[src/verilog/epiv_pkg.sv]
// Constants, register map and types for the external pin request and vectoring block.
// Assumes a 32-bit APB register bus and an 8-bit CPU core with a 16-bit address space.
package epiv_pkg;

  // ----------------------------------------------------------------------
  // Sizes
  // ----------------------------------------------------------------------
  localparam int EPIV_NUM_VEC = 32;
  localparam int EPIV_VEC_AW = 6;
  localparam int EPIV_ADDR_W = 12;
  localparam int EPIV_DW = 8;

  // ----------------------------------------------------------------------
  // Register byte offsets
  // ----------------------------------------------------------------------
  localparam logic [11:0] EPIV_REG_PIN_CTRL = 12'h000;
  localparam logic [11:0] EPIV_REG_PENDING = 12'h004;
  localparam logic [11:0] EPIV_REG_WINNER = 12'h008;
  localparam logic [11:0] EPIV_REG_VEC_BASE = 12'h100;
  localparam logic [11:0] EPIV_REG_VEC_LAST = 12'h1fc;

  // ----------------------------------------------------------------------
  // Field positions of pin_request_status_control
  // ----------------------------------------------------------------------
  localparam int EPIV_BIT_ENABLE = 0;
  localparam int EPIV_BIT_POLARITY = 1;
  localparam int EPIV_BIT_MODE = 2;
  localparam int EPIV_BIT_PULL_OFF = 3;
  localparam int EPIV_BIT_IRQ_EN = 4;
  localparam int EPIV_BIT_ACK = 5;
  localparam int EPIV_BIT_FLAG = 6;
  localparam int EPIV_BIT_LEVEL = 7;
  localparam logic [4:0] EPIV_CTRL_RESET = 5'h00;

  // ----------------------------------------------------------------------
  // Vector space
  // ----------------------------------------------------------------------
  localparam logic [4:0] EPIV_PIN_VECTOR = 5'h03;
  localparam int EPIV_USER_VEC_LO = 24;
  localparam logic [15:0] EPIV_VEC_BASE_ADDR = 16'hffc0;
  localparam logic [2:0] EPIV_STACK_LAST = 3'h4;

  typedef enum {
    EPIV_ST_IDLE,
    EPIV_ST_PUSH,
    EPIV_ST_FETCH_HI,
    EPIV_ST_FETCH_LO,
    EPIV_ST_DONE
  } epiv_seq_e;

endpackage

[src/verilog/epiv_vec_if.sv]
// Interface between the vectoring logic and its vector table memory.
// Assumes one clock shared by both ends.
`timescale 1ns/1ps
interface epiv_vec_if;
  logic wr_en;
  logic [5:0] wr_addr;
  logic [7:0] wr_data;
  logic [5:0] rd_addr;
  logic [7:0] rd_data;

  modport host (output wr_en, output wr_addr, output wr_data, output rd_addr, input rd_data);
  modport mem (input wr_en, input wr_addr, input wr_data, input rd_addr, output rd_data);
endinterface

[src/verilog/epiv_vec_mem.sv]
// Vector table: 64 bytes, high byte of each handler at the even index.
// Assumes writes and reads on the same clock; read data is registered.
`timescale 1ns/1ps
module epiv_vec_mem #(
  parameter int DEPTH = 64
) (
  input wire logic clk,
  epiv_vec_if.mem bus
);

  logic [7:0] mem [DEPTH];

  // ----------------------------------------------------------------------
  // Storage and registered read, no reset so it maps onto RAM
  // ----------------------------------------------------------------------
  always_ff @(posedge clk) begin
    if (bus.wr_en) begin
      mem[bus.wr_addr] <= bus.wr_data;
    end
    bus.rd_data <= mem[bus.rd_addr];
  end

endmodule

[src/verilog/epiv_top.sv]
// External request pin logic, priority selection and interrupt sequencing.
// Assumes an APB master on clk, a CPU that signals instruction boundaries,
// and peripheral request lines already gated by their local enables.
`timescale 1ns/1ps

module epiv_top
  import epiv_pkg::*;
(
  input wire logic clk,
  input wire logic rst_n,
  input wire logic psel,
  input wire logic penable,
  input wire logic pwrite,
  input wire logic [epiv_pkg::EPIV_ADDR_W-1:0] paddr,
  input wire logic [31:0] pwdata,
  output logic pready,
  output logic [31:0] prdata,
  output logic pslverr,
  input wire logic pin_in,
  input wire logic stop_mode,
  output logic pull_up_en,
  output logic pull_down_en,
  output logic wake_req,
  output logic branch_pin_level,
  output logic branch_pin_valid,
  input wire logic [epiv_pkg::EPIV_NUM_VEC-1:0] src_req,
  output logic irq_to_cpu,
  input wire logic cpu_boundary,
  input wire logic cpu_i_mask,
  input wire logic [15:0] cpu_pc,
  input wire logic [7:0] cpu_x,
  input wire logic [7:0] cpu_a,
  input wire logic [7:0] cpu_cond_codes,
  output logic stack_push,
  output logic [7:0] stack_byte,
  output logic set_i_mask,
  output logic handler_valid,
  output logic [15:0] handler_addr
);
  import epiv_pkg::*;

  // ----------------------------------------------------------------------
  // Helpers
  // ----------------------------------------------------------------------
  // Lowest set bit wins: lower number, higher priority
  function automatic logic [4:0] lowest_set(input logic [EPIV_NUM_VEC-1:0] v);
    logic [4:0] r;
    r = 5'h1f;
    for (int i = EPIV_NUM_VEC - 1; i >= 0; i--) begin
      if (v[i]) begin
        r = 5'(i);
      end
    end
    return r;
  endfunction

  // Vector 31 sits at the table base, so the index is the inverted number
  function automatic logic [5:0] vec_index(input logic [4:0] vec, input logic low);
    return {~vec, low};
  endfunction

  epiv_vec_if vbus ();

  epiv_vec_mem #(
    .DEPTH(64)
  ) u_mem (
    .clk(clk),
    .bus(vbus)
  );

  // ----------------------------------------------------------------------
  // Control register
  // ----------------------------------------------------------------------
  logic pin_enable;
  logic polarity;
  logic mode_level;
  logic pull_off;
  logic pin_irq_en;
  logic flag;
  logic sync1;
  logic sync2;
  logic prev_asserted;

  wire apb_write = psel && penable && pwrite && pready;
  wire sel_ctrl = (paddr == EPIV_REG_PIN_CTRL);
  wire sel_pend = (paddr == EPIV_REG_PENDING);
  wire sel_win = (paddr == EPIV_REG_WINNER);
  wire sel_vec = (paddr >= EPIV_REG_VEC_BASE) && (paddr <= EPIV_REG_VEC_LAST)
    && (paddr[1:0] == 2'b00);
  wire mapped = sel_ctrl || sel_pend || sel_win || sel_vec;
  wire ctrl_wr = apb_write && sel_ctrl;
  wire ack_wr = ctrl_wr && pwdata[EPIV_BIT_ACK];

  // Reset leaves the pin function off with the internal pull selected
  always_ff @(posedge clk) begin
    if (!rst_n) begin
      {pull_off, pin_irq_en, mode_level, polarity, pin_enable} <= EPIV_CTRL_RESET;
    end else if (ctrl_wr) begin
      pin_enable <= pwdata[EPIV_BIT_ENABLE];
      polarity <= pwdata[EPIV_BIT_POLARITY];
      mode_level <= pwdata[EPIV_BIT_MODE];
      pull_off <= pwdata[EPIV_BIT_PULL_OFF];
      pin_irq_en <= pwdata[EPIV_BIT_IRQ_EN];
    end
  end

  // ----------------------------------------------------------------------
  // Pin sampling and event detection
  // ----------------------------------------------------------------------
  // Two stages before any logic except the stop-mode wake looks at the pin
  always_ff @(posedge clk) begin
    if (!rst_n) begin
      sync1 <= 1'b0;
      sync2 <= 1'b0;
    end else begin
      sync1 <= pin_in;
      sync2 <= sync1;
    end
  end

  // Polarity 1 means rising edges and high levels count
  wire asserted = polarity ? sync2 : ~sync2;
  wire pin_edge = pin_enable && asserted && !prev_asserted;
  wire pin_level_hit = pin_enable && mode_level && asserted;
  wire pin_event = pin_edge || pin_level_hit;

  always_ff @(posedge clk) begin
    if (!rst_n) begin
      prev_asserted <= 1'b0;
    end else begin
      prev_asserted <= asserted;
    end
  end

  // New events win over an acknowledge in the same cycle
  always_ff @(posedge clk) begin
    if (!rst_n) begin
      flag <= 1'b0;
    end else if (pin_event) begin
      flag <= 1'b1;
    end else if (ack_wr) begin
      flag <= 1'b0;
    end
  end

  // Pull follows polarity: pullup for falling/low, pulldown for rising/high
  assign pull_up_en = pin_enable && !pull_off && !polarity;
  assign pull_down_en = pin_enable && !pull_off && polarity;

  // Stop mode has no clock, so the raw pin is gated directly
  wire raw_asserted = polarity ? pin_in : ~pin_in;
  assign wake_req = stop_mode && pin_enable && raw_asserted;

  assign branch_pin_level = sync2;
  assign branch_pin_valid = pin_enable;

  // ----------------------------------------------------------------------
  // Request gathering and priority
  // ----------------------------------------------------------------------
  logic [EPIV_NUM_VEC-1:0] pending;
  logic [EPIV_NUM_VEC-1:0] user_mask;

  // Unused user vectors are tied off whatever arrives on src_req
  generate
    for (genvar g = 0; g < EPIV_NUM_VEC; g++) begin : g_req
      if (g >= EPIV_USER_VEC_LO) begin : g_free
        assign user_mask[g] = 1'b0;
        assign pending[g] = 1'b0;
      end else if (g == EPIV_PIN_VECTOR) begin : g_pin
        assign user_mask[g] = 1'b1;
        assign pending[g] = flag && pin_irq_en;
      end else begin : g_src
        assign user_mask[g] = 1'b1;
        assign pending[g] = src_req[g];
      end
    end
  endgenerate

  wire [4:0] winner = lowest_set(pending);
  assign irq_to_cpu = |pending;

  // ----------------------------------------------------------------------
  // Interrupt sequencer
  // ----------------------------------------------------------------------
  epiv_seq_e state;
  epiv_seq_e next_state;
  logic [2:0] push_cnt;
  logic [4:0] vec_sel;
  logic [7:0] hi_byte;
  logic [39:0] frame;
  logic apb_rd_valid;

  wire apb_vec_busy = psel && sel_vec;
  wire seq_start = (state == EPIV_ST_IDLE) && cpu_boundary && irq_to_cpu
    && !cpu_i_mask && !apb_vec_busy;
  wire push_last = (push_cnt == EPIV_STACK_LAST);

  // Next state
  always_comb begin
    next_state = state;
    case (state)
      EPIV_ST_IDLE: begin
        if (seq_start) begin
          next_state = EPIV_ST_PUSH;
        end
      end
      EPIV_ST_PUSH: begin
        if (push_last) begin
          next_state = EPIV_ST_FETCH_HI;
        end
      end
      EPIV_ST_FETCH_HI: next_state = EPIV_ST_FETCH_LO;
      EPIV_ST_FETCH_LO: next_state = EPIV_ST_DONE;
      EPIV_ST_DONE: next_state = EPIV_ST_IDLE;
      default: next_state = EPIV_ST_IDLE;
    endcase
  end

  always_ff @(posedge clk) begin
    if (!rst_n) begin
      state <= EPIV_ST_IDLE;
    end else begin
      state <= next_state;
    end
  end

  // Capture the CPU registers once so the frame is consistent
  always_ff @(posedge clk) begin
    if (!rst_n) begin
      frame <= '0;
      push_cnt <= '0;
    end else if (seq_start) begin
      frame <= {cpu_pc[7:0], cpu_pc[15:8], cpu_x, cpu_a, cpu_cond_codes};
      push_cnt <= '0;
    end else if (state == EPIV_ST_PUSH) begin
      frame <= {frame[31:0], 8'h00};
      push_cnt <= push_cnt + 3'h1;
    end
  end

  assign stack_push = (state == EPIV_ST_PUSH);
  assign stack_byte = frame[39:32];
  assign set_i_mask = (state == EPIV_ST_PUSH) && push_last;

  // Winner chosen after stacking, so a later higher source is honoured
  always_ff @(posedge clk) begin
    if (!rst_n) begin
      vec_sel <= '0;
    end else if ((state == EPIV_ST_PUSH) && push_last) begin
      vec_sel <= winner;
    end
  end

  // High byte first at the even index, low byte at the next
  always_ff @(posedge clk) begin
    if (!rst_n) begin
      hi_byte <= '0;
      handler_addr <= '0;
    end else if (state == EPIV_ST_FETCH_LO) begin
      hi_byte <= vbus.rd_data;
    end else if (state == EPIV_ST_DONE) begin
      handler_addr <= {hi_byte, vbus.rd_data};
    end
  end

  always_ff @(posedge clk) begin
    if (!rst_n) begin
      handler_valid <= 1'b0;
    end else begin
      handler_valid <= (state == EPIV_ST_DONE);
    end
  end

  // ----------------------------------------------------------------------
  // Vector memory access
  // ----------------------------------------------------------------------
  wire seq_owns = (state == EPIV_ST_FETCH_HI) || (state == EPIV_ST_FETCH_LO);
  wire [5:0] apb_index = paddr[7:2];
  wire apb_issue = apb_vec_busy && !pwrite && !seq_owns && !apb_rd_valid;

  assign vbus.rd_addr = (state == EPIV_ST_FETCH_HI) ? vec_index(vec_sel, 1'b0) :
    (state == EPIV_ST_FETCH_LO) ? vec_index(vec_sel, 1'b1) : apb_index;
  assign vbus.wr_en = apb_write && sel_vec;
  assign vbus.wr_addr = apb_index;
  assign vbus.wr_data = pwdata[7:0];

  // Read data is one cycle behind the address, so vector reads wait for it
  always_ff @(posedge clk) begin
    if (!rst_n) begin
      apb_rd_valid <= 1'b0;
    end else begin
      apb_rd_valid <= apb_issue;
    end
  end

  // ----------------------------------------------------------------------
  // APB read side
  // ----------------------------------------------------------------------
  logic [31:0] reg_rdata;

  wire [7:0] ctrl_view = {sync2, flag, 1'b0, pin_irq_en, pull_off, mode_level, polarity,
    pin_enable};
  wire [31:0] next_rdata = sel_ctrl ? {24'h000000, ctrl_view} :
    sel_pend ? pending :
    sel_win ? {27'h0000000, winner} : 32'h00000000;

  // Sampled in the setup cycle, stable through the access phase
  always_ff @(posedge clk) begin
    if (!rst_n) begin
      reg_rdata <= '0;
    end else if (psel && !penable) begin
      reg_rdata <= next_rdata;
    end
  end

  assign pready = !(sel_vec && !pwrite) || apb_rd_valid;
  assign prdata = sel_vec ? {24'h000000, vbus.rd_data} : reg_rdata;
  assign pslverr = psel && penable && !mapped;
endmodule

[config.mk]
export PLATFORM = sky130hd
export DESIGN_NAME = epiv_top
export DESIGN_NICKNAME = d
export VERILOG_FILES = /design/src/verilog/epiv_pkg.sv /design/src/verilog/epiv_vec_if.sv /design/src/verilog/epiv_vec_mem.sv /design/src/verilog/epiv_top.sv
export SDC_FILE = /design/constraint.sdc
export NUM_CORES = 1
export LEC_CHECK = 0
export BUFFER_PORTS_ARGS = -buffer_cell sky130_fd_sc_hd__buf_2
export CAP_MARGIN = 25
export CORE_MARGIN = 2
export CORE_UTILIZATION = 55
export CTS_CLUSTER_DIAMETER = 30
export DETAILED_ROUTE_END_ITERATION = 16
export GPL_TIMING_DRIVEN = 0
export PLACE_DENSITY_LB_ADDON = 0.12
export SLEW_MARGIN = 30
export SYNTH_ARGS = -nofsm -noshare
export SYNTH_HDL_FRONTEND = slang
export SYNTH_SLANG_ARGS = --single-unit
[constraint.sdc]
create_clock -name clk -period 4.9 [get_ports clk]
set_input_delay 0.735 -clock clk [delete_from_list [all_inputs] [get_ports clk]]
set_output_delay 0.735 -clock clk [all_outputs]
set_load 0.02 [all_outputs]
### Word level (Yosys, flattened, before mapping)

Memory sizes are Yosys's and may differ from the RTL's. A register that Yosys moved wholly into a read port is not among the register bits.
Cells that the tools add are included.

| storage, ports and cells | value |
|---|---|
| bits in registers | 147 |
| bits in writable memories | 512 |
| input port bits | 125 |
| output and inout port bits | 67 |
| memories kept | 1 |

Memory list:

| memory | depth | width | rd ports | clocked after Yosys merged registers in | write ports | line | RTL |
|---|---|---|---|---|---|---|---|
| u_mem.mem | 64 | 8 | 1 | 1 | 1 | epiv_vec_mem.sv:11 | `logic [7:0] mem [DEPTH];` |

| operators by class | value |
|---|---|
| add/sub/neg operators | 1 |
| magnitude comparators | 2 |
| eq/ne operators | 12 |
| muxes and demuxes | 41 |
| bitwise logic cells | 5 |
| reductions and logical operators | 57 |

Operators by type and width:

| operator | count |
|---|---|
| $pmux W32 S4 | 1 |
| $mux W5 | 24 |
| $eq A32 B2 Y1 const B | 3 |
| $mux W32 | 3 |
| $mux W40 | 2 |
| $eq A32 B3 Y1 const B | 2 |
| $logic_not A32 Y1 | 2 |
| $mux W24 | 2 |
| $eq A32 B1 Y1 const B | 1 |
| $eq A32 B4 Y1 const B | 1 |
| $logic_and A1 B1 Y1 | 30 |
| $reduce_or A24 Y1 | 1 |
| $eq A12 B3 Y1 const B | 1 |
| $eq A12 B4 Y1 const B | 1 |
| $ge A12 B9 Y1 const B | 1 |
| $le A12 B9 Y1 const B | 1 |
| $logic_not A12 Y1 | 1 |
| $mux W6 | 2 |
| $logic_not A1 Y1 | 11 |
| $logic_or A1 B1 Y1 | 6 |
| $mux W1 | 6 |
| $not A5 Y5 | 1 |
| $mux W4 | 1 |
| $ne A2 B2 Y1 const B | 2 |
| 7 further kinds | 12 |

### Longest topological paths before layout

| logic depth | value |
|---|---|
| depth in word-level cells | 27 |
| mapped depth | 13 |
| depth with buffers taken out | 7 |

### Cells and area by module

Synthesis repeated with hierarchy kept, for this count alone.

| unflattened totals | value |
|---|---|
| cell total of the unflattened synthesis | 1,583 |
| area, all modules | 25,485.7 µm² |

By module, submodules not included:

| module | times used | cells an instance | area each (µm²) |
|---|---|---|---|
| epiv_vec_mem | 1 | 940 | 20,166.8 |
| epiv_top | 1 | 643 | 5,318.9 |

### Worst setup path after synthesis

No wires, ideal clock.

| timing | value |
|---|---|
| kind | input -> register |
| from | input port paddr[1] (netlist name) |
| to | memory u_mem.mem[59][0] (enable) |
| setup time | 370 ps |
| arrival time | 2,680 ps |
| required time | 4,530 ps |
| setup slack | 1,850 ps |
| stages | 7 |
| buffers on the path | 1 |
| path through | or4_1 nor2_1 and2_1 clkbuf_1 and3_1 nand3_1 nor2_1 |

| on the way | value |
|---|---|
| cells in the longest elaborated chain, start to end | 10 |
| elaborated cells on any way between the ends | 12 |
| classes of those cells | 2 x order compare; 2 x mux; 8 x reduce/logical |

RTL lines:

| what | line | RTL |
|---|---|---|
| start: declaration | epiv_top.sv:14 | `input wire logic [epiv_pkg::EPIV_ADDR_W-1:0] paddr,` |
| $ge A12 B9 Y1 / $le A12 B9 Y1 (equally long branches) | epiv_top.sv:88 | `wire sel_vec = (paddr >= EPIV_REG_VEC_BASE) && (paddr <= EPIV_REG_VEC_LAST)` |
| $logic_and A1 B1 Y1 | epiv_top.sv:88 |  |
| $logic_and A1 B1 Y1 (*) | epiv_top.sv:89 | `&& (paddr[1:0] == 2'b00);` |
| $logic_and A1 B1 Y1 | epiv_top.sv:316 | `assign pready = !(sel_vec && !pwrite) \|\| apb_rd_valid;` |
| $logic_not A1 Y1 | epiv_top.sv:316 |  |
| $logic_or A1 B1 Y1 | epiv_top.sv:316 |  |
| $logic_and A1 B1 Y1 | epiv_top.sv:84 | `wire apb_write = psel && penable && pwrite && pready;` |
| $logic_and A1 B1 Y1 (*) | epiv_top.sv:283 | `assign vbus.wr_en = apb_write && sel_vec;` |
| $mux W1 (*) | epiv_vec_mem.sv:17 | `if (bus.wr_en) begin` |
| $mux W1 (implied by the code) (*) | epiv_vec_mem.sv:18 | `mem[bus.wr_addr] <= bus.wr_data;` |
| end: declaration | epiv_vec_mem.sv:11 |  |

Every way passes the cells marked *; elsewhere a longest branch is shown, timed or not.

### Final worst setup path

| timing | value |
|---|---|
| from | input port paddr[1] (netlist name) |
| to | memory u_mem.mem[39][1] (enable) |

Same word-level chain as after synthesis.

==> results.txt <==
The run finished with clean final reports. Combinational logic is responsible for 4.7% of the overall power. Dividing the final minimum period by the clock period gives 77.57%. The count of unresolved DRC violations after routing came out at 0. In this run the worst hold path is classified as in -> reg. The number of global-route vias before repair is 16790.

After synthesis, the mean cell area works out to 13.91 sq um. Setup total negative slack on the finished layout was measured at 0 ps. The number of cells after detailed placement came out at 2605.

The row count is 79. The number of max-slew violations in the final report is 0. The power dissipated by switching net loads is 3.281 mW. The setup path with the least slack is of type in -> reg.

The H-tree was split into 3 levels. For this run, the total global-route usage over all layers was measured as 28.70%. For this run, the number of Yosys warnings is 0. The leakage dissipation is 11.69 nW. The count of endpoints failing setup in the final report is 0.

The number of different library cells used by synthesis comes to 70. The die span in x came out at 219.9 um. After the last flow step, the layout net total stands at 2247. The worst setup path is launched from an input port. The proportion of power drawn by the clock network is 57.1%. The maximum number of pins on one net before global-route repair came out at 66. The HPWL after detailed placement is 43840 um. The switching share of total power is 21.41%. The total wire length after detailed routing is 68770 um. In the synthesized netlist the dominant register cell turns out to be edfxtp_1. Counting the buffers created by CTS gives 120.

The die outline height is 219.9 um. Setup repair after global routing left no endpoint under its margin. By area the synthesized netlist is led by edfxtp_1, dfxtp_1, mux2i_1. After clock tree synthesis, the clock-pin slew on the worst setup and hold paths is 40 ps. The share of flip-flops with an asynchronous set or reset is 0%. The proportion of synthesized chip area in sequential cells is 69.17%.

The peak supply drop came out at 0.4050 mV. For the worst setup path, the data required time is 5160 ps. After synthesis, the most frequently instantiated cells are edfxtp_1, nand2_1, nor2_1. At the pin with the least slew margin, the transition time is 978.3 ps.

Counting flops and latches in the post-synthesis netlist gives 630. TritonCTS built the clock tree. The global-route wire length before repair came out at 101500 um. The most common cell in the synthesized netlist is edfxtp_1. The maximum frequency from static timing analysis came out at 263.1 MHz. The global route total overflow is 0.

The clock network latency to the later pin of the worst-skew pair is 650 ps. The final hold violation count is 0. The repair_antennas step left the layout with diodes totalling 0. The arrival time at the worst endpoint came out at 4070 ps. The share of the synthesized area in the top cell type is 59.96%. edfxtp_1 takes more of the synthesized area than any other cell. The core area is 46260 sq um. The sink count of the clock tree is 630. The clock skew after layout is 18.15 ps. The number of primary I/O pins is 192. The post-layout minimum cycle time came out at 3801 ps. The routed wirelength normalized by instance count came out at 24.27 um. The worst-case headroom to the max-slew limit is 34.23%. The quantity of hold-fixing buffers added after cts is 0.

The setup slack of the critical path after layout is 1099 ps. At the end of routability-driven placement, the weighted congestion stood at 1.010. The count of cells in the finished layout, fillers not included, comes to 2833. Dividing the detail-routed via count by the number of cells gives 6.022. The length of the first detailed-routing pass in iterations came out at 6. The post-cts sizing count is 0. The mapped netlist covers 25640 sq um. The final antenna-violating net count is 0. The count of input and output buffers came out at 147. The buffer count from post-CTS setup fixing is 0.

The full die area is 48360 sq um. Internal power comes to 12.04 mW. The gate count of the mapped netlist came out at 1844.

The number of antenna violations at the first check in global routing is 0. The clock passes through at most 3 buffers. The number of max-cap violations is 0. The starting density of the core is 55.43%. The detailed router finished its first iteration with 2054 violations. The relative contribution of sequential cells to total power came out at 38.2%. The share of final-layout standard cells stronger than drive strength 1 is 21.74%. The biggest fanout along the worst timing path came out at 10. The power density relative to cell area is 485.1 nW/um^2.

The growth of design area from synthesis to finish came out at 23.20%. The routed layout has 17061 vias. The root cell of the clock tree is clkbuf_16. In this run, synthesis inferred 512 flip-flops with an integrated enable. Before CTS, the worst setup slack after placement is 555.2 ps. STA classifies the critical path endpoint as a register.
## critical path, cell delays in order
cell and delay, ps:
buf_2 90, or4_1 510, nor2_1 160, and2_1 230, clkbuf_1 410, and3_1 330
nand3_1 630, nor2_1 960
## state kept, by name (all words and copies together) (netlist names)
name / flops
prev_asserted: 1
branch_pin_level: 1
mode_level: 1
polarity: 1
handler_addr: 16
sync1: 1
u_mem.bus.rd_data: 8
vec_sel: 5
handler_valid: 1
frame: 40
reg_rdata: 24
branch_pin_valid: 1
u_mem.mem: 512
pin_irq_en: 1
state: 3
flag: 1
apb_rd_valid: 1
push_cnt: 3
hi_byte: 8
pull_off: 1
## per-layer routing
layer  wire [um]  part of all wire (%)  global-route usage [%]  vias to the layer above
met3        6903                    10                   7.150                      149
li1            -                     -                       -                     7549
met4        2128                   3.1                   10.29                        0
met2       32580                    47                   46.35                      975
met1       27150                    39                   37.98                     8388
met5           0                     0                       0                        -
## worst paths after layout
check	startpoint	endpoint	slack, ps	cells past startpoint
setup / recovery	paddr[1]	u_mem.mem[39][1]	1100	8
hold / removal	cpu_a[4]	frame[12]	330	2
setup reg to reg	state[1]	u_mem.bus.rd_data[4]	1320	10
hold reg to reg	sync1	branch_pin_level	440	1
## final cells by class
| cell class | count | area [sq um] |
|---|---|---|
| flip-flops and latches | 630 | 17740 |
| fillers | 3203 | 14670 |
| clock inverters | 94 | 1214 |
| repair buffers | 147 | 755.7 |
| plain buffers | 126 | 691.9 |
| well taps | 607 | 759.5 |
| multi-input cells | 1081 | 7209 |
| inverters | 14 | 52.55 |
| clock buffers | 134 | 3171 |
## cell families (layout without fill, tap and decap cells)
logic type      after synthesis  after routing  share of synthesized area, %
other cells                   1              8                       0.01462
compound gates              311            311                         9.022
mux                         167            167                         8.466
xor+xnor                      4              4                        0.1367
fa+ha+maj                     2              2                       0.09757
flops                       630            630                         69.17
buf+inv                     140            515                         2.903
simple gates                589            589                         10.19
## power by group through the flow
| stage | Combinational, mW | Sequential (mW) | Clock [mW] |
|---|---|---|---|
| finish | 0.715 | 5.86 | 8.75 |
| detailed placement | 0.697 | 5.96 | 0 |
| global route | 0.760 | 5.86 | 9.06 |
| global placement | 0.683 | 5.96 | 0 |
| floorplan | 0.394 | 5.95 | 0 |
| CTS | 0.703 | 5.86 | 8.80 |
## metrics by stage
step           hold slack [ps]  total power, mW  cell area [sq um]  utilization [%]
3_5_place_dp             432.2            6.658              27190            58.78
2_1_floorplan            411.9            6.343              25670                -
6_report                 329.9            15.32              31590            68.29
5_1_grt                  319.5            15.68              31590            68.29
3_3_place_gp             418.7            6.645              27160            58.72
4_1_cts                  306.4            15.37              31580            68.26
## layout by cell type (no fill, tap or decap), drive strengths merged, types with 38 or more instances in the layout
cell type	n
nor2	157
buf	212
nand2	253
a21boi	43
mux2i	116
a22oi	43
clkinv	41
o21ai	47
dfxtp	118
clkbuf	195
nand3	69
edfxtp	512
mux4	38
Note: power is estimated with default switching activity, not from simulation.
